### config.mk
export PLATFORM = sky130hd
export DESIGN_NAME = eipn_ctrl
export DESIGN_NICKNAME = d
export VERILOG_FILES = /design/src/logic/eipn_pkg.sv /design/src/logic/eipn_ctrl.sv /design/src/logic/eipn_edge_det.sv
export VERILOG_INCLUDE_DIRS = /design/src /design/src/logic
export SDC_FILE = /design/constraint.sdc
export NUM_CORES = 1
export LEC_CHECK = 0
export ABC_AREA = 1
export ABC_CLOCK_PERIOD_IN_PS = 4400
export BUFFER_PORTS_ARGS = -buffer_cell sky130_fd_sc_hd__buf_4
export CAP_MARGIN = 15
export CORE_UTILIZATION = 51
export CTS_CLUSTER_SIZE = 24
export DETAILED_ROUTE_END_ITERATION = 8
export HOLD_SLACK_MARGIN = 0.05
export PLACE_DENSITY = 0.8
export SETUP_SLACK_MARGIN = 0.4
export SLEW_MARGIN = 40
export SYNTH_ARGS = -nofsm -noshare
export SYNTH_HDL_FRONTEND = slang
export SYNTH_HIERARCHICAL = 1
export SYNTH_SLANG_ARGS = --single-unit
### constraint.sdc
create_clock -name ref_clk_i -period 4.4 [get_ports ref_clk_i]
set_clock_uncertainty 0.15 [all_clocks]
set_input_delay 0.44 -clock ref_clk_i [delete_from_list [all_inputs] [get_ports ref_clk_i]]
set_output_delay 0.44 -clock ref_clk_i [all_outputs]
set_load 0.005 [all_outputs]
### src/logic/eipn_defs.svh
// Constants of the edge-select and nesting interrupt controller.
// Notes on behaviour
// - Edge select pair per input: none/fall/rise/both.
// - Reset clears both edge select registers.
// - Reset loads status word with 02H.
// - Status word full write; enable set/clear.
// - Acknowledgeable needs pending set, mask clear.
// - Needs enable; low waits during high service.
// - Entry latency 7 high, 8 low clocks.
// - Higher level first, then fixed default order.
// - Held request granted once conditions hold.
// - Entry pushes status, PC; sets level flag.
// - Return from interrupt restores PC, status.
// - Software trap unmaskable, vector 003EH/003FH.
// - Status pushed by push, restored by returns/pop.
// - Equal or higher level nests when enabled.
// - High service blocks low; trap always nests.
// - One main instruction runs before pending grant.
// - Pending set by request, cleared on acknowledge.
// - Hold instructions delay grant one instruction.
`ifndef EIPN_DEFS_SVH
`define EIPN_DEFS_SVH
`define EIPN_ADDR_RISE     16'hff48
`define EIPN_ADDR_FALL     16'hff49
`define EIPN_EDGE_RST      7'h00
`define EIPN_PSW_RST       8'h02
`define EIPN_PSW_IE        7
`define EIPN_PSW_ISP       1
`define EIPN_VEC_TRAP      16'h003e
`define EIPN_VEC_BASE      16'h0004
`define EIPN_LAT_MIN_HI    6'd7
`define EIPN_LAT_MIN_LO    6'd8
`define EIPN_ENTRY_FIXED   6'd3
`define EIPN_EXT_N         7
`endif

### src/logic/eipn_pkg.sv
// Types shared by the interrupt controller files.
package eipn_pkg;
    typedef enum logic [4:0] {
        EIPN_IDLE = 5'h01,
        EIPN_WAIT = 5'h02,
        EIPN_PSW  = 5'h04,
        EIPN_PC   = 5'h08,
        EIPN_VEC  = 5'h10
    } eipn_state_t;
endpackage

### src/logic/eipn_ctrl.sv
// Maskable and software interrupt controller with edge select and nesting.
`timescale 1ns/1ps
`include "eipn_defs.svh"
module eipn_ctrl
    import eipn_pkg::*;
#(
    parameter int SRC_N = 16,
    parameter int IDX_W = $clog2(SRC_N)
)
(
    input  wire logic                 ref_clk_i,
    input  wire logic                 rst_b_i,
    input  wire logic [6:0]           external_request_i,
    input  wire logic [SRC_N-8:0]     int_req_i,
    input  wire logic [SRC_N-1:0]     pend_set_i,
    input  wire logic [SRC_N-1:0]     pend_clr_i,
    input  wire logic [SRC_N-1:0]     mask_bit_i,
    input  wire logic [SRC_N-1:0]     level_select_bit_i,
    input  wire logic                 sfr_wr_i,
    input  wire logic [15:0]          sfr_addr_i,
    input  wire logic [7:0]           sfr_wdata_i,
    input  wire logic                 instr_end_i,
    input  wire logic                 instr_hold_i,
    input  wire logic                 software_trap_i,
    input  wire logic                 return_from_interrupt_i,
    input  wire logic                 return_from_trap_i,
    input  wire logic                 pop_status_i,
    input  wire logic                 push_status_i,
    input  wire logic                 set_enable_i,
    input  wire logic                 clear_enable_i,
    input  wire logic                 status_wr_i,
    input  wire logic [7:0]           status_wdata_i,
    output logic [7:0]                sfr_rdata_o,
    output logic [7:0]                status_word_o,
    output logic [SRC_N-1:0]          pending_o,
    output logic                      ack_o,
    output logic [IDX_W-1:0]          ack_idx_o,
    output logic                      svc_busy_o,
    output logic                      push_status_instruction_o,
    output logic [7:0]                push_data_o,
    output logic                      push_pc_o,
    output logic                      vector_valid_o,
    output logic [15:0]               vector_addr_o
);
    logic                 rst_meta_reg;
    logic                 rst_sync_reg;
    logic                 rst_b;
    logic [6:0]           rise_sel_reg;
    logic [6:0]           fall_sel_reg;
    logic [6:0]           edge_ev;
    logic [SRC_N-1:0]     src_ev;
    logic [SRC_N-1:0]     pending_reg;
    logic [SRC_N-1:0]     pending_next;
    logic [SRC_N-1:0]     ack_clr;
    logic [SRC_N-1:0]     ackable;
    logic [SRC_N-1:0]     hi_cand;
    logic [SRC_N-1:0]     lo_cand;
    logic [7:0]           status_reg;
    logic                 ie;
    logic                 in_service_level_flag;
    logic                 hold;
    logic                 boundary_ok;
    logic                 take_trap;
    logic                 take_mask;
    logic [IDX_W-1:0]     grant_idx;
    logic                 grant_lvl;
    eipn_state_t          state_reg;
    logic [5:0]           wait_reg;
    logic                 trap_reg;
    logic                 lvl_reg;
    logic [IDX_W-1:0]     idx_reg;

    // Lowest index wins: it holds the highest fixed default priority.
    function automatic logic [IDX_W-1:0] pick_first(input logic [SRC_N-1:0] v);
        logic [IDX_W-1:0] r;
        r = '0;
        for (int i = SRC_N - 1; i >= 0; i--)
        begin
            if (v[i])
            begin
                r = IDX_W'(i);
            end
        end
        return r;
    endfunction

    // Reset is asserted at once and released through two flops.
    always_ff @(posedge ref_clk_i or negedge rst_b_i)
    begin
        if (!rst_b_i)
        begin
            rst_meta_reg <= 1'b0;
            rst_sync_reg <= 1'b0;
        end
        else
        begin
            rst_meta_reg <= 1'b1;
            rst_sync_reg <= rst_meta_reg;
        end
    end

    assign rst_b = rst_sync_reg;

    // Edge select registers.
    always_ff @(posedge ref_clk_i or negedge rst_b)
    begin
        if (!rst_b)
        begin
            rise_sel_reg <= `EIPN_EDGE_RST;
            fall_sel_reg <= `EIPN_EDGE_RST;
        end
        else if (sfr_wr_i)
        begin
            if (sfr_addr_i == `EIPN_ADDR_RISE)
            begin
                rise_sel_reg <= sfr_wdata_i[6:0];
            end
            if (sfr_addr_i == `EIPN_ADDR_FALL)
            begin
                fall_sel_reg <= sfr_wdata_i[6:0];
            end
        end
    end

    // Read data; unmapped addresses return zero.
    always_ff @(posedge ref_clk_i or negedge rst_b)
    begin
        if (!rst_b)
        begin
            sfr_rdata_o <= 8'h00;
        end
        else if (sfr_addr_i == `EIPN_ADDR_RISE)
        begin
            sfr_rdata_o <= {1'b0, rise_sel_reg};
        end
        else if (sfr_addr_i == `EIPN_ADDR_FALL)
        begin
            sfr_rdata_o <= {1'b0, fall_sel_reg};
        end
        else
        begin
            sfr_rdata_o <= 8'h00;
        end
    end

    genvar g;
    generate
        for (g = 0; g < `EIPN_EXT_N; g++)
        begin : g_edge
            eipn_edge_det u_edge (
                .ref_clk_i (ref_clk_i),
                .rst_b_i   (rst_b),
                .pin_i     (external_request_i[g]),
                .rise_en_i (rise_sel_reg[g]),
                .fall_en_i (fall_sel_reg[g]),
                .event_o   (edge_ev[g])
            );
        end
    endgenerate

    assign src_ev = {int_req_i, edge_ev};

    // A set in the same cycle as a clear wins, so no request is lost.
    always_comb
    begin
        ack_clr = '0;
        if (take_mask)
        begin
            ack_clr[grant_idx] = 1'b1;
        end
        pending_next = (pending_reg & ~(pend_clr_i | ack_clr))
                     | src_ev | pend_set_i;
    end

    always_ff @(posedge ref_clk_i or negedge rst_b)
    begin
        if (!rst_b)
        begin
            pending_reg <= '0;
        end
        else
        begin
            pending_reg <= pending_next;
        end
    end

    assign ie  = status_reg[`EIPN_PSW_IE];
    assign in_service_level_flag = status_reg[`EIPN_PSW_ISP];

    // Returns count as hold instructions, so one main instruction always
    // completes after a return before another grant can happen.
    assign hold = instr_hold_i | return_from_interrupt_i | return_from_trap_i
                | pop_status_i | push_status_i | set_enable_i
                | clear_enable_i | status_wr_i;
    assign boundary_ok = instr_end_i & ~hold;

    // Requests blocked here simply stay pending and are retried each boundary.
    always_comb
    begin
        ackable = pending_reg & ~mask_bit_i;
        hi_cand = ackable & ~level_select_bit_i & {SRC_N{ie}};
        lo_cand = ackable & level_select_bit_i & {SRC_N{ie & in_service_level_flag}};
        if (|hi_cand)
        begin
            grant_idx = pick_first(hi_cand);
            grant_lvl = 1'b0;
        end
        else
        begin
            grant_idx = pick_first(lo_cand);
            grant_lvl = 1'b1;
        end
    end

    // The trap is not a hold instruction and needs neither enable nor level.
    assign take_trap = state_reg == EIPN_IDLE && instr_end_i && software_trap_i;
    assign take_mask = state_reg == EIPN_IDLE && boundary_ok && !software_trap_i
                     && (|(hi_cand | lo_cand));

    // Entry sequence. The wait stage pads the entry so the vector is loaded
    // a fixed number of clocks after the grant; the core adds its own
    // instruction time on top, which sets the worst case.
    always_ff @(posedge ref_clk_i or negedge rst_b)
    begin
        if (!rst_b)
        begin
            state_reg      <= EIPN_IDLE;
            wait_reg       <= 6'd0;
            trap_reg       <= 1'b0;
            lvl_reg        <= 1'b0;
            idx_reg        <= '0;
            ack_o          <= 1'b0;
            ack_idx_o      <= '0;
            svc_busy_o     <= 1'b0;
            push_status_instruction_o     <= 1'b0;
            push_pc_o      <= 1'b0;
            vector_valid_o <= 1'b0;
            vector_addr_o  <= 16'h0000;
        end
        else
        begin
            ack_o          <= 1'b0;
            push_status_instruction_o     <= 1'b0;
            push_pc_o      <= 1'b0;
            vector_valid_o <= 1'b0;
            case (state_reg)
                EIPN_IDLE:
                begin
                    if (take_trap)
                    begin
                        state_reg  <= EIPN_WAIT;
                        trap_reg   <= 1'b1;
                        lvl_reg    <= 1'b0;
                        svc_busy_o <= 1'b1;
                        wait_reg   <= `EIPN_LAT_MIN_HI - `EIPN_ENTRY_FIXED - 6'd1;
                    end
                    else if (take_mask)
                    begin
                        state_reg  <= EIPN_WAIT;
                        trap_reg   <= 1'b0;
                        lvl_reg    <= grant_lvl;
                        idx_reg    <= grant_idx;
                        ack_o      <= 1'b1;
                        ack_idx_o  <= grant_idx;
                        svc_busy_o <= 1'b1;
                        if (grant_lvl)
                        begin
                            wait_reg <= `EIPN_LAT_MIN_LO - `EIPN_ENTRY_FIXED - 6'd1;
                        end
                        else
                        begin
                            wait_reg <= `EIPN_LAT_MIN_HI - `EIPN_ENTRY_FIXED - 6'd1;
                        end
                    end
                end
                EIPN_WAIT:
                begin
                    if (wait_reg == 6'd0)
                    begin
                        state_reg  <= EIPN_PSW;
                        push_status_instruction_o <= 1'b1;
                    end
                    else
                    begin
                        wait_reg <= wait_reg - 6'd1;
                    end
                end
                EIPN_PSW:
                begin
                    state_reg <= EIPN_PC;
                    push_pc_o <= 1'b1;
                end
                EIPN_PC:
                begin
                    state_reg      <= EIPN_VEC;
                    vector_valid_o <= 1'b1;
                    if (trap_reg)
                    begin
                        vector_addr_o <= `EIPN_VEC_TRAP;
                    end
                    else
                    begin
                        vector_addr_o <= `EIPN_VEC_BASE
                                       + {{(15 - IDX_W){1'b0}}, idx_reg, 1'b0};
                    end
                end
                EIPN_VEC:
                begin
                    state_reg  <= EIPN_IDLE;
                    svc_busy_o <= 1'b0;
                end
                default:
                begin
                    state_reg  <= EIPN_IDLE;
                    svc_busy_o <= 1'b0;
                end
            endcase
        end
    end

    // Saved copy of the status word, captured before entry changes it.
    always_ff @(posedge ref_clk_i or negedge rst_b)
    begin
        if (!rst_b)
        begin
            push_data_o <= `EIPN_PSW_RST;
        end
        else if ((state_reg == EIPN_WAIT && wait_reg == 6'd0) || push_status_i)
        begin
            push_data_o <= status_reg;
        end
    end

    // Status word. Entry changes come first since the core is stalled then.
    always_ff @(posedge ref_clk_i or negedge rst_b)
    begin
        if (!rst_b)
        begin
            status_reg <= `EIPN_PSW_RST;
        end
        else if (state_reg == EIPN_PSW)
        begin
            status_reg[`EIPN_PSW_IE] <= 1'b0;
            if (!trap_reg)
            begin
                status_reg[`EIPN_PSW_ISP] <= lvl_reg;
            end
        end
        else if (return_from_interrupt_i || return_from_trap_i || pop_status_i)
        begin
            status_reg <= status_wdata_i;
        end
        else if (status_wr_i)
        begin
            status_reg <= status_wdata_i;
        end
        else if (set_enable_i)
        begin
            status_reg[`EIPN_PSW_IE] <= 1'b1;
        end
        else if (clear_enable_i)
        begin
            status_reg[`EIPN_PSW_IE] <= 1'b0;
        end
    end

    always_ff @(posedge ref_clk_i or negedge rst_b)
    begin
        if (!rst_b)
        begin
            status_word_o <= `EIPN_PSW_RST;
            pending_o     <= '0;
        end
        else
        begin
            status_word_o <= status_reg;
            pending_o     <= pending_reg;
        end
    end
endmodule

### src/logic/eipn_edge_det.sv
// Synchroniser and valid-edge detector for one external request input.
`timescale 1ns/1ps
module eipn_edge_det
    import eipn_pkg::*;
(
    input  wire logic ref_clk_i,
    input  wire logic rst_b_i,
    input  wire logic pin_i,
    input  wire logic rise_en_i,
    input  wire logic fall_en_i,
    output logic      event_o
);
    logic meta_reg;
    logic sync_reg;
    logic prev_reg;

    // The first stage feeds only the second one.
    always_ff @(posedge ref_clk_i or negedge rst_b_i)
    begin
        if (!rst_b_i)
        begin
            meta_reg <= 1'b0;
            sync_reg <= 1'b0;
            prev_reg <= 1'b0;
        end
        else
        begin
            meta_reg <= pin_i;
            sync_reg <= meta_reg;
            prev_reg <= sync_reg;
        end
    end

    // With both enables clear no edge is seen, so ports can change use safely.
    always_comb
    begin
        event_o = (rise_en_i & sync_reg & ~prev_reg)
                | (fall_en_i & ~sync_reg & prev_reg);
    end
endmodule

**Word level (Yosys, flattened, before mapping)**

Index checks and enable logic that the tools add are counted.

- Add/subtract/negate cells: 2
- $lt $le $gt $ge: 2
- Equality and inequality tests: 10
- Mux-type cells: 71
- Bitwise gates (word level): 75
- Reductions and logical operators: 29

Operators with widths:

| cell | count |
|---|---|
| 2-to-1 mux 4 bit | 33 |
| AND 16 bit | 6 |
| OR 16 bit | 4 |
| NOT 16 bit | 3 |
| equality test 16 bit (second input constant) | 2 |
| OR reduction 16 bit | 2 |
| AND 1 bit | 30 |
| 2-to-1 mux 6 bit | 4 |
| 2-to-1 mux 1 bit | 21 |
| one-hot mux 5 bit (4 select lines) | 1 |
| NOT 1 bit | 18 |
| 2-to-1 mux 16 bit | 1 |
| 2-to-1 mux 8 bit | 2 |
| 2-to-1 mux 5 bit | 3 |
| 2-to-1 mux 7 bit | 2 |
| OR 1 bit | 14 |
| AND reduction 2 bit | 7 |
| one-hot mux 6 bit (2 select lines) | 1 |
| logical AND 1 bit | 7 |
| adder 3 x 5 -> 6 bit (first input constant) | 1 |
| logical NOT 6 bit | 1 |
| != test 2 bit (second input constant) | 3 |
| AND reduction 3 bit | 2 |
| nonzero test 2 bit | 3 |
| 16 further kinds | 18 |

- Register bits after elaboration: 139
- Input port bits: 125
- Output and inout port bits: 65
- Logic and storage cells: 233

**Depth between registers and ports, before layout**

- Word-level depth: 31
- Gate-level depth with buffers: 23
- Depth with buffers taken out: 22

**Hierarchy**

Netlist, hierarchy kept.

By module, submodules not included:

| module | times used | cells an instance | area an instance (µm²) | seq. area each (µm²) |
|---|---|---|---|---|
| eipn_ctrl | 1 | 585 | 5121.2 | 2657.5 |
| eipn_edge_det | 7 | 8 | 96.3 | 75.1 |

**Least setup slack after synthesis**

Ideal clock, no wire load.

- Path type: register to register
- Start: register status_reg[7]
- End: register wait_reg[3]
- Library setup time: 0.117 ns
- Arrival time: 1.974 ns
- Required time: 4.133 ns
- Setup slack: 2.159 ns
- Stages on the path, launching flop included: 17
- Buffers on the path: 2
- Clock period less this slack: 2.241 ns
- Cells stage by stage: dfrtp_1 -> inv_2 -> buf_6 -> nor2_1 -> nand2_1 -> nand2_1 -> nor2_1 -> nand3_2 -> inv_2 -> nand2_4 -> nor3_4 -> nor4_4 -> nor2_4 -> nand2_2 -> buf_6 -> a21oi_2 -> nor2_1

- Longest elaborated chain between the ends: 7
- Elaborated cells between the ends (all ways): 8
- Classes of those cells: eq/ne (1); bitwise (4); reduce/logical (3)

RTL lines:

| what | line | source |
|---|---|---|
| start, declared | eipn_ctrl.sv:58 | `logic [7:0] status_reg;` |
| start signal, assigned | eipn_ctrl.sv:339 | `` status_reg <= `EIPN_PSW_RST; `` |
| start signal, assigned by index | eipn_ctrl.sv:346 | `` status_reg[`EIPN_PSW_ISP] <= lvl_reg; `` |
| start signal, assigned | eipn_ctrl.sv:351 | `status_reg <= status_wdata_i;` |
| AND 1 bit | eipn_ctrl.sv:202 | `lo_cand = ackable & level_select_bit_i & {SRC_N{ie & in_service_level_flag}};` |
| AND 16 bit | eipn_ctrl.sv:202 |  |
| OR 16 bit (*) | eipn_ctrl.sv:218 | `&& (\|(hi_cand \| lo_cand));` |
| OR reduction 16 bit (*) | eipn_ctrl.sv:218 |  |
| logical AND 1 bit (*) | eipn_ctrl.sv:218 |  |
| != test 3 bit (no source line) (*) | n/a |  |
| AND reduction 3 bit (no source line) (*) | n/a |  |
| end signal, assigned | eipn_ctrl.sv:255 | `` wait_reg <= `EIPN_LAT_MIN_HI - `EIPN_ENTRY_FIXED - 6'd1; `` |
| end signal, assigned | eipn_ctrl.sv:268 | `` wait_reg <= `EIPN_LAT_MIN_LO - `EIPN_ENTRY_FIXED - 6'd1; `` |
| end signal, assigned | eipn_ctrl.sv:272 | `` wait_reg <= `EIPN_LAT_MIN_HI - `EIPN_ENTRY_FIXED - 6'd1; `` |
| end, declared | eipn_ctrl.sv:68 | `logic [5:0] wait_reg;` |

Mark *: on every way between the ends. The rest lies on a longest branch, timed or not.
A chain may end at the register's enable or synchronous reset.

**Worst setup path after layout**

- Start: register status_reg[7]
- End: register pending_reg[0]

- Longest elaborated chain between the ends: 29
- Elaborated cells between the ends (all ways): 51
- Classes of those cells: order compare (2); mux (36); bitwise (9); reduce/logical (4)

RTL lines:

| what | line | source |
|---|---|---|
| AND 1 bit | eipn_ctrl.sv:202 |  |
| AND 16 bit | eipn_ctrl.sv:202 |  |
| 2-to-1 mux 4 bit (16 in a row) | eipn_ctrl.sv:79 | `if (v[i])` |
| 2-to-1 mux 4 bit | eipn_ctrl.sv:203 | `if (\|hi_cand)` |
| less-than comparator 4 x 5 -> 1 bit (implied by the code) or >= comparator 4 x 1 -> 1 bit (tied branches) | eipn_ctrl.sv:169 | `ack_clr[grant_idx] = 1'b1;` |
| logical AND 1 bit (implied by the code) | eipn_ctrl.sv:169 |  |
| 2-to-1 mux 1 bit (implied by the code) | eipn_ctrl.sv:169 |  |
| demux 1 bit (select 4 bit) | eipn_ctrl.sv:169 |  |
| 2-to-1 mux 16 bit (*) | eipn_ctrl.sv:167 | `if (take_mask)` |
| OR 16 bit (*) | eipn_ctrl.sv:171 | `pending_next = (pending_reg & ~(pend_clr_i \| ack_clr))` |
| NOT 16 bit (*) | eipn_ctrl.sv:171 |  |
| AND 16 bit (*) | eipn_ctrl.sv:171 |  |
| OR 16 bit (*) (2 in a row) | eipn_ctrl.sv:172 | `\| src_ev \| pend_set_i;` |
| named net pending_next[0] | eipn_ctrl.sv:53 | `logic [SRC_N-1:0] pending_next;` |
| end signal, assigned | eipn_ctrl.sv:183 | `pending_reg <= pending_next;` |
| end, declared | eipn_ctrl.sv:52 | `logic [SRC_N-1:0] pending_reg;` |

Mark *: on every way through the listed nets, which the timed path passes. The rest lies on a longest branch.

==> flow_metrics.env <==
export IMPL_netSwitchingPower_w=0.000920
export IMPL_yosys_area_top_type_share=0.531
export IMPL_grt_util_all_layers=0.261
export IMPL_cp_max_fo=12
export IMPL_period_needed_ns=2.75
export IMPL_cts_root_buf="clkbuf_16"
export IMPL_synthTopCellsByArea="dfrtp_1 53%, nand2_1 8.9%, nor2_1 5.5%"
export IMPL_ir_worst_vdd_uv=330
export IMPL_vias=5114
export IMPL_multiInputGateArea_mm2=0.00220
export IMPL_switching_share=0.276
export IMPL_cts_sinks=127
export IMPL_totalNegativeSetupSlack_ns=0
export IMPL_yosysSeqAreaShare=0.549
export IMPL_numCtsBuffers=17
export IMPL_cts_tree="built"
export IMPL_grt_pass1_vias=5130
export IMPL_clk_path_buf_depth=2
export IMPL_power_frac_seq=0.406
export IMPL_final_cell_mix="178 x buf_4, 137 x nand2_1, 122 x dfrtp_1"
export IMPL_syn_inst=641
export IMPL_drc_errors=0
export IMPL_min_path_type="in2reg"
export IMPL_leakage_nw=4.16
export IMPL_ant_nets=0
export IMPL_slowest_stage="dfrtp_1"
export IMPL_ys_ff_latch=127
export IMPL_drtIter0Drc=275
export IMPL_critPathKind="reg2reg"
export IMPL_synth_cell_types=41
export IMPL_drive_gt1_frac=0.317
export IMPL_clkPwrFrac=0.414
export IMPL_cp_top_family="simple AND/OR/NAND/NOR gates"
export IMPL_antenna_found_initial=0
export IMPL_outcome="finished, final reports clean"
export IMPL_initial_utilization=0.530
export IMPL_synth_compound_area_frac=0.0600
export IMPL_synth_top_family_by_area="simple AND/OR/NAND/NOR gates"
export IMPL_netlist_area_mm2=0.00580
export IMPL_worst_pin_slew_ns=0.691
export IMPL_final_nets=973
export IMPL_route_final_wire_length_mm=14.6
export IMPL_die_h_um=109
export IMPL_core_area_mm2=0.0109
export IMPL_cp_num_buf_inv=2
export IMPL_startpoint_type="register"
export IMPL_die_area_mm2=0.0118
export IMPL_end_kind="register"
export IMPL_timing_final_ws_setup_ns=1.65
export IMPL_p_int_w=0.00241
export IMPL_synth_edf_count=0
export IMPL_fin_crit_sh=0.625
export IMPL_place_ws_ns=1.70
export IMPL_dp_hpwl_mm=10.5
export IMPL_hold_viol_final=0
export IMPL_firstDrtPassIters=5
export IMPL_path_cells="nand2_2 -> inv_2 -> nand3_1 -> and2_4 -> nand2_2 -> inv_2 -> nand2_4 -> nor3_4 -> nor4_4 -> nand2_4 -> nor2_4 -> nand4_1 -> nand2_1 -> nand2_1"
export IMPL_insertion_delay_ns=0.42
export IMPL_grt_remaining_overflow=0
export IMPL_rows=38
export IMPL_synth_warnings=6
export IMPL_maxSlewHeadroom=0.539
export IMPL_grt_pass1_wl_mm=23.3
export IMPL_maxCapViolations=0
export IMPL_layout_commonest_cell="buf_4"
export IMPL_gp_congestion=0.876
export IMPL_numPortBuffers=176
export IMPL_fill_cells=816
export IMPL_synth_simple_area_share=0.274
export IMPL_cp_arrival_ns=2.91
export IMPL_synth_largest_area_cell="dfrtp_1"
export IMPL_seq_area_mm2=0.00319
export IMPL_rsz0062_at_grt="no"
export IMPL_wl_per_cell_um=14.6
export IMPL_cts_resized=0
export IMPL_finalSetupViolations=0
export IMPL_synthArstFlopShare=1.00
export IMPL_syn_to_final_growth_pct=37.2
export IMPL_muxShareOfSynthArea=0.0253
export IMPL_viasPerCell=5.12
export IMPL_cp_slowest_stage_delay_ns=0.51
export IMPL_final_max_slew_viol_count=0
export IMPL_grt_max_degree=57
export IMPL_die_w_um=109
export IMPL_power_frac_comb=0.180
export IMPL_powerDensity_mw_per_mm2=419
export IMPL_synthFlopType="dfrtp_1"
export IMPL_clk_pin_slew_worst_paths_ns=0.06
export IMPL_synth_adder_area_share=0.00648
export IMPL_synth_xor_area_share=0.00453
export IMPL_cts_max_level=4
export IMPL_fmax_ghz=0.363
export IMPL_syn_area_per_cell_um2=9.04
export IMPL_antennaDiodeCount=0
export IMPL_io_pins=190
export IMPL_worstPathRequired_ns=4.56
[metal layers]
metal  routed length [µm]  GRT usage  up-vias
met5                    0          0        -
met4                  360      0.114        0
met3                  863     0.0615       34
met2                 7730      0.471      188
met1                 5640      0.292     2440
li1                     -          -     2452
[worst register-to-register path: stages (launching register included)]
cell and delay (ns):
dfrtp_1 0.51, nand2_2 0.17, inv_2 0.22, nand3_1 0.15
and2_4 0.18, nand2_2 0.05, inv_2 0.06, nand2_4 0.08
nor3_4 0.07, nor4_4 0.37, nand2_4 0.13, nor2_4 0.14
nand4_1 0.18, nand2_1 0.12, nand2_1 0.05
[final cells by class]
type                            instances  area share
Clock buffer                           22      0.0596
Clock inverter                         10      0.0140
Multi-Input combinational cell        421       0.277
Tap cell                              140      0.0220
Sequential cell                       127       0.401
Timing Repair Buffer                  192       0.186
Inverter                               86      0.0406
[kinds of logic after synthesis]
| logic type | after synthesis |
|---|---|
| AOI/OAI and AO/OA | 55 |
| xor gates and xnor gates | 3 |
| adders and majority gates | 3 |
| buffers and inverters | 104 |
| DFF | 127 |
| muxes | 13 |
| other | 2 |
| and+or+nand+nor | 334 |
[power by group through the flow]
stage          Sequential (W)  Clock [W]  Combinational, W
2_1_floorplan         0.00137          0          0.000351
3_3_place_gp          0.00136          0          0.000559
3_5_place_dp          0.00137          0          0.000586
4_1_cts               0.00135    0.00139          0.000601
5_1_grt               0.00136    0.00144          0.000671
6_report              0.00135    0.00138          0.000601
[cells in the mapped netlist (all sizes together), types with 2 or more instances]
cell type / count
mux2: 13
and2: 4
inv: 86
dfstp: 4
a22o: 7
dfrtp: 123
nand3: 51
o31ai: 2
conb: 2
clkbuf: 3
a31oi: 8
ha: 3
nor2: 93
buf: 15
nor3: 7
a21oi: 7
nor4: 11
xor2: 2
nand4: 17
nand2: 149
o21ai: 28
[stage by stage]
stage                     cells  hold WS [ns]  utilization  cell area, µm²  power (W)
after floorplan             652      -0.00559            -            5840    0.00172
after global placement      952        0.0723        0.660            7220    0.00192
after detailed placement    952        0.0730        0.660            7220    0.00195
after CTS                   998        0.0530        0.726            7940    0.00334
after global routing        998        0.0666        0.727            7950    0.00347
final                       998        0.0617        0.727            7950    0.00333
[path summary, 6_finish.rpt]
kind / start / to / slack (ns) / cells past startpoint
min in group asynchronous: rst_b$_DFF_PN0_ / g_edge[0].u_edge/sync_reg$_DFF_PN0_ / 0.09 / 0
setup reg to reg: status_reg[7]$_DFFE_PN0P_ / pending_reg[0]$_DFF_PN0_ / 1.65 / 14
setup / recovery: status_reg[7]$_DFFE_PN0P_ / pending_reg[0]$_DFF_PN0_ / 1.65 / 14
hold / removal: pend_set_i[0] / pending_reg[0]$_DFF_PN0_ / 0.06 / 3
hold reg to reg: rst_b$_DFF_PN0_ / g_edge[0].u_edge/sync_reg$_DFF_PN0_ / 0.09 / 0
max in group asynchronous: rst_b$_DFF_PN0_ / pending_o[12]$_DFF_PN0_ / 2.99 / 1
[what timing repair did]
action / 4_1_cts / 5_1_grt
hold buffers: 14 / 0
buffers inserted: 0 / 0
endpoints found under the hold margin: 13 / 0
(Power assumes the default switching activity.)
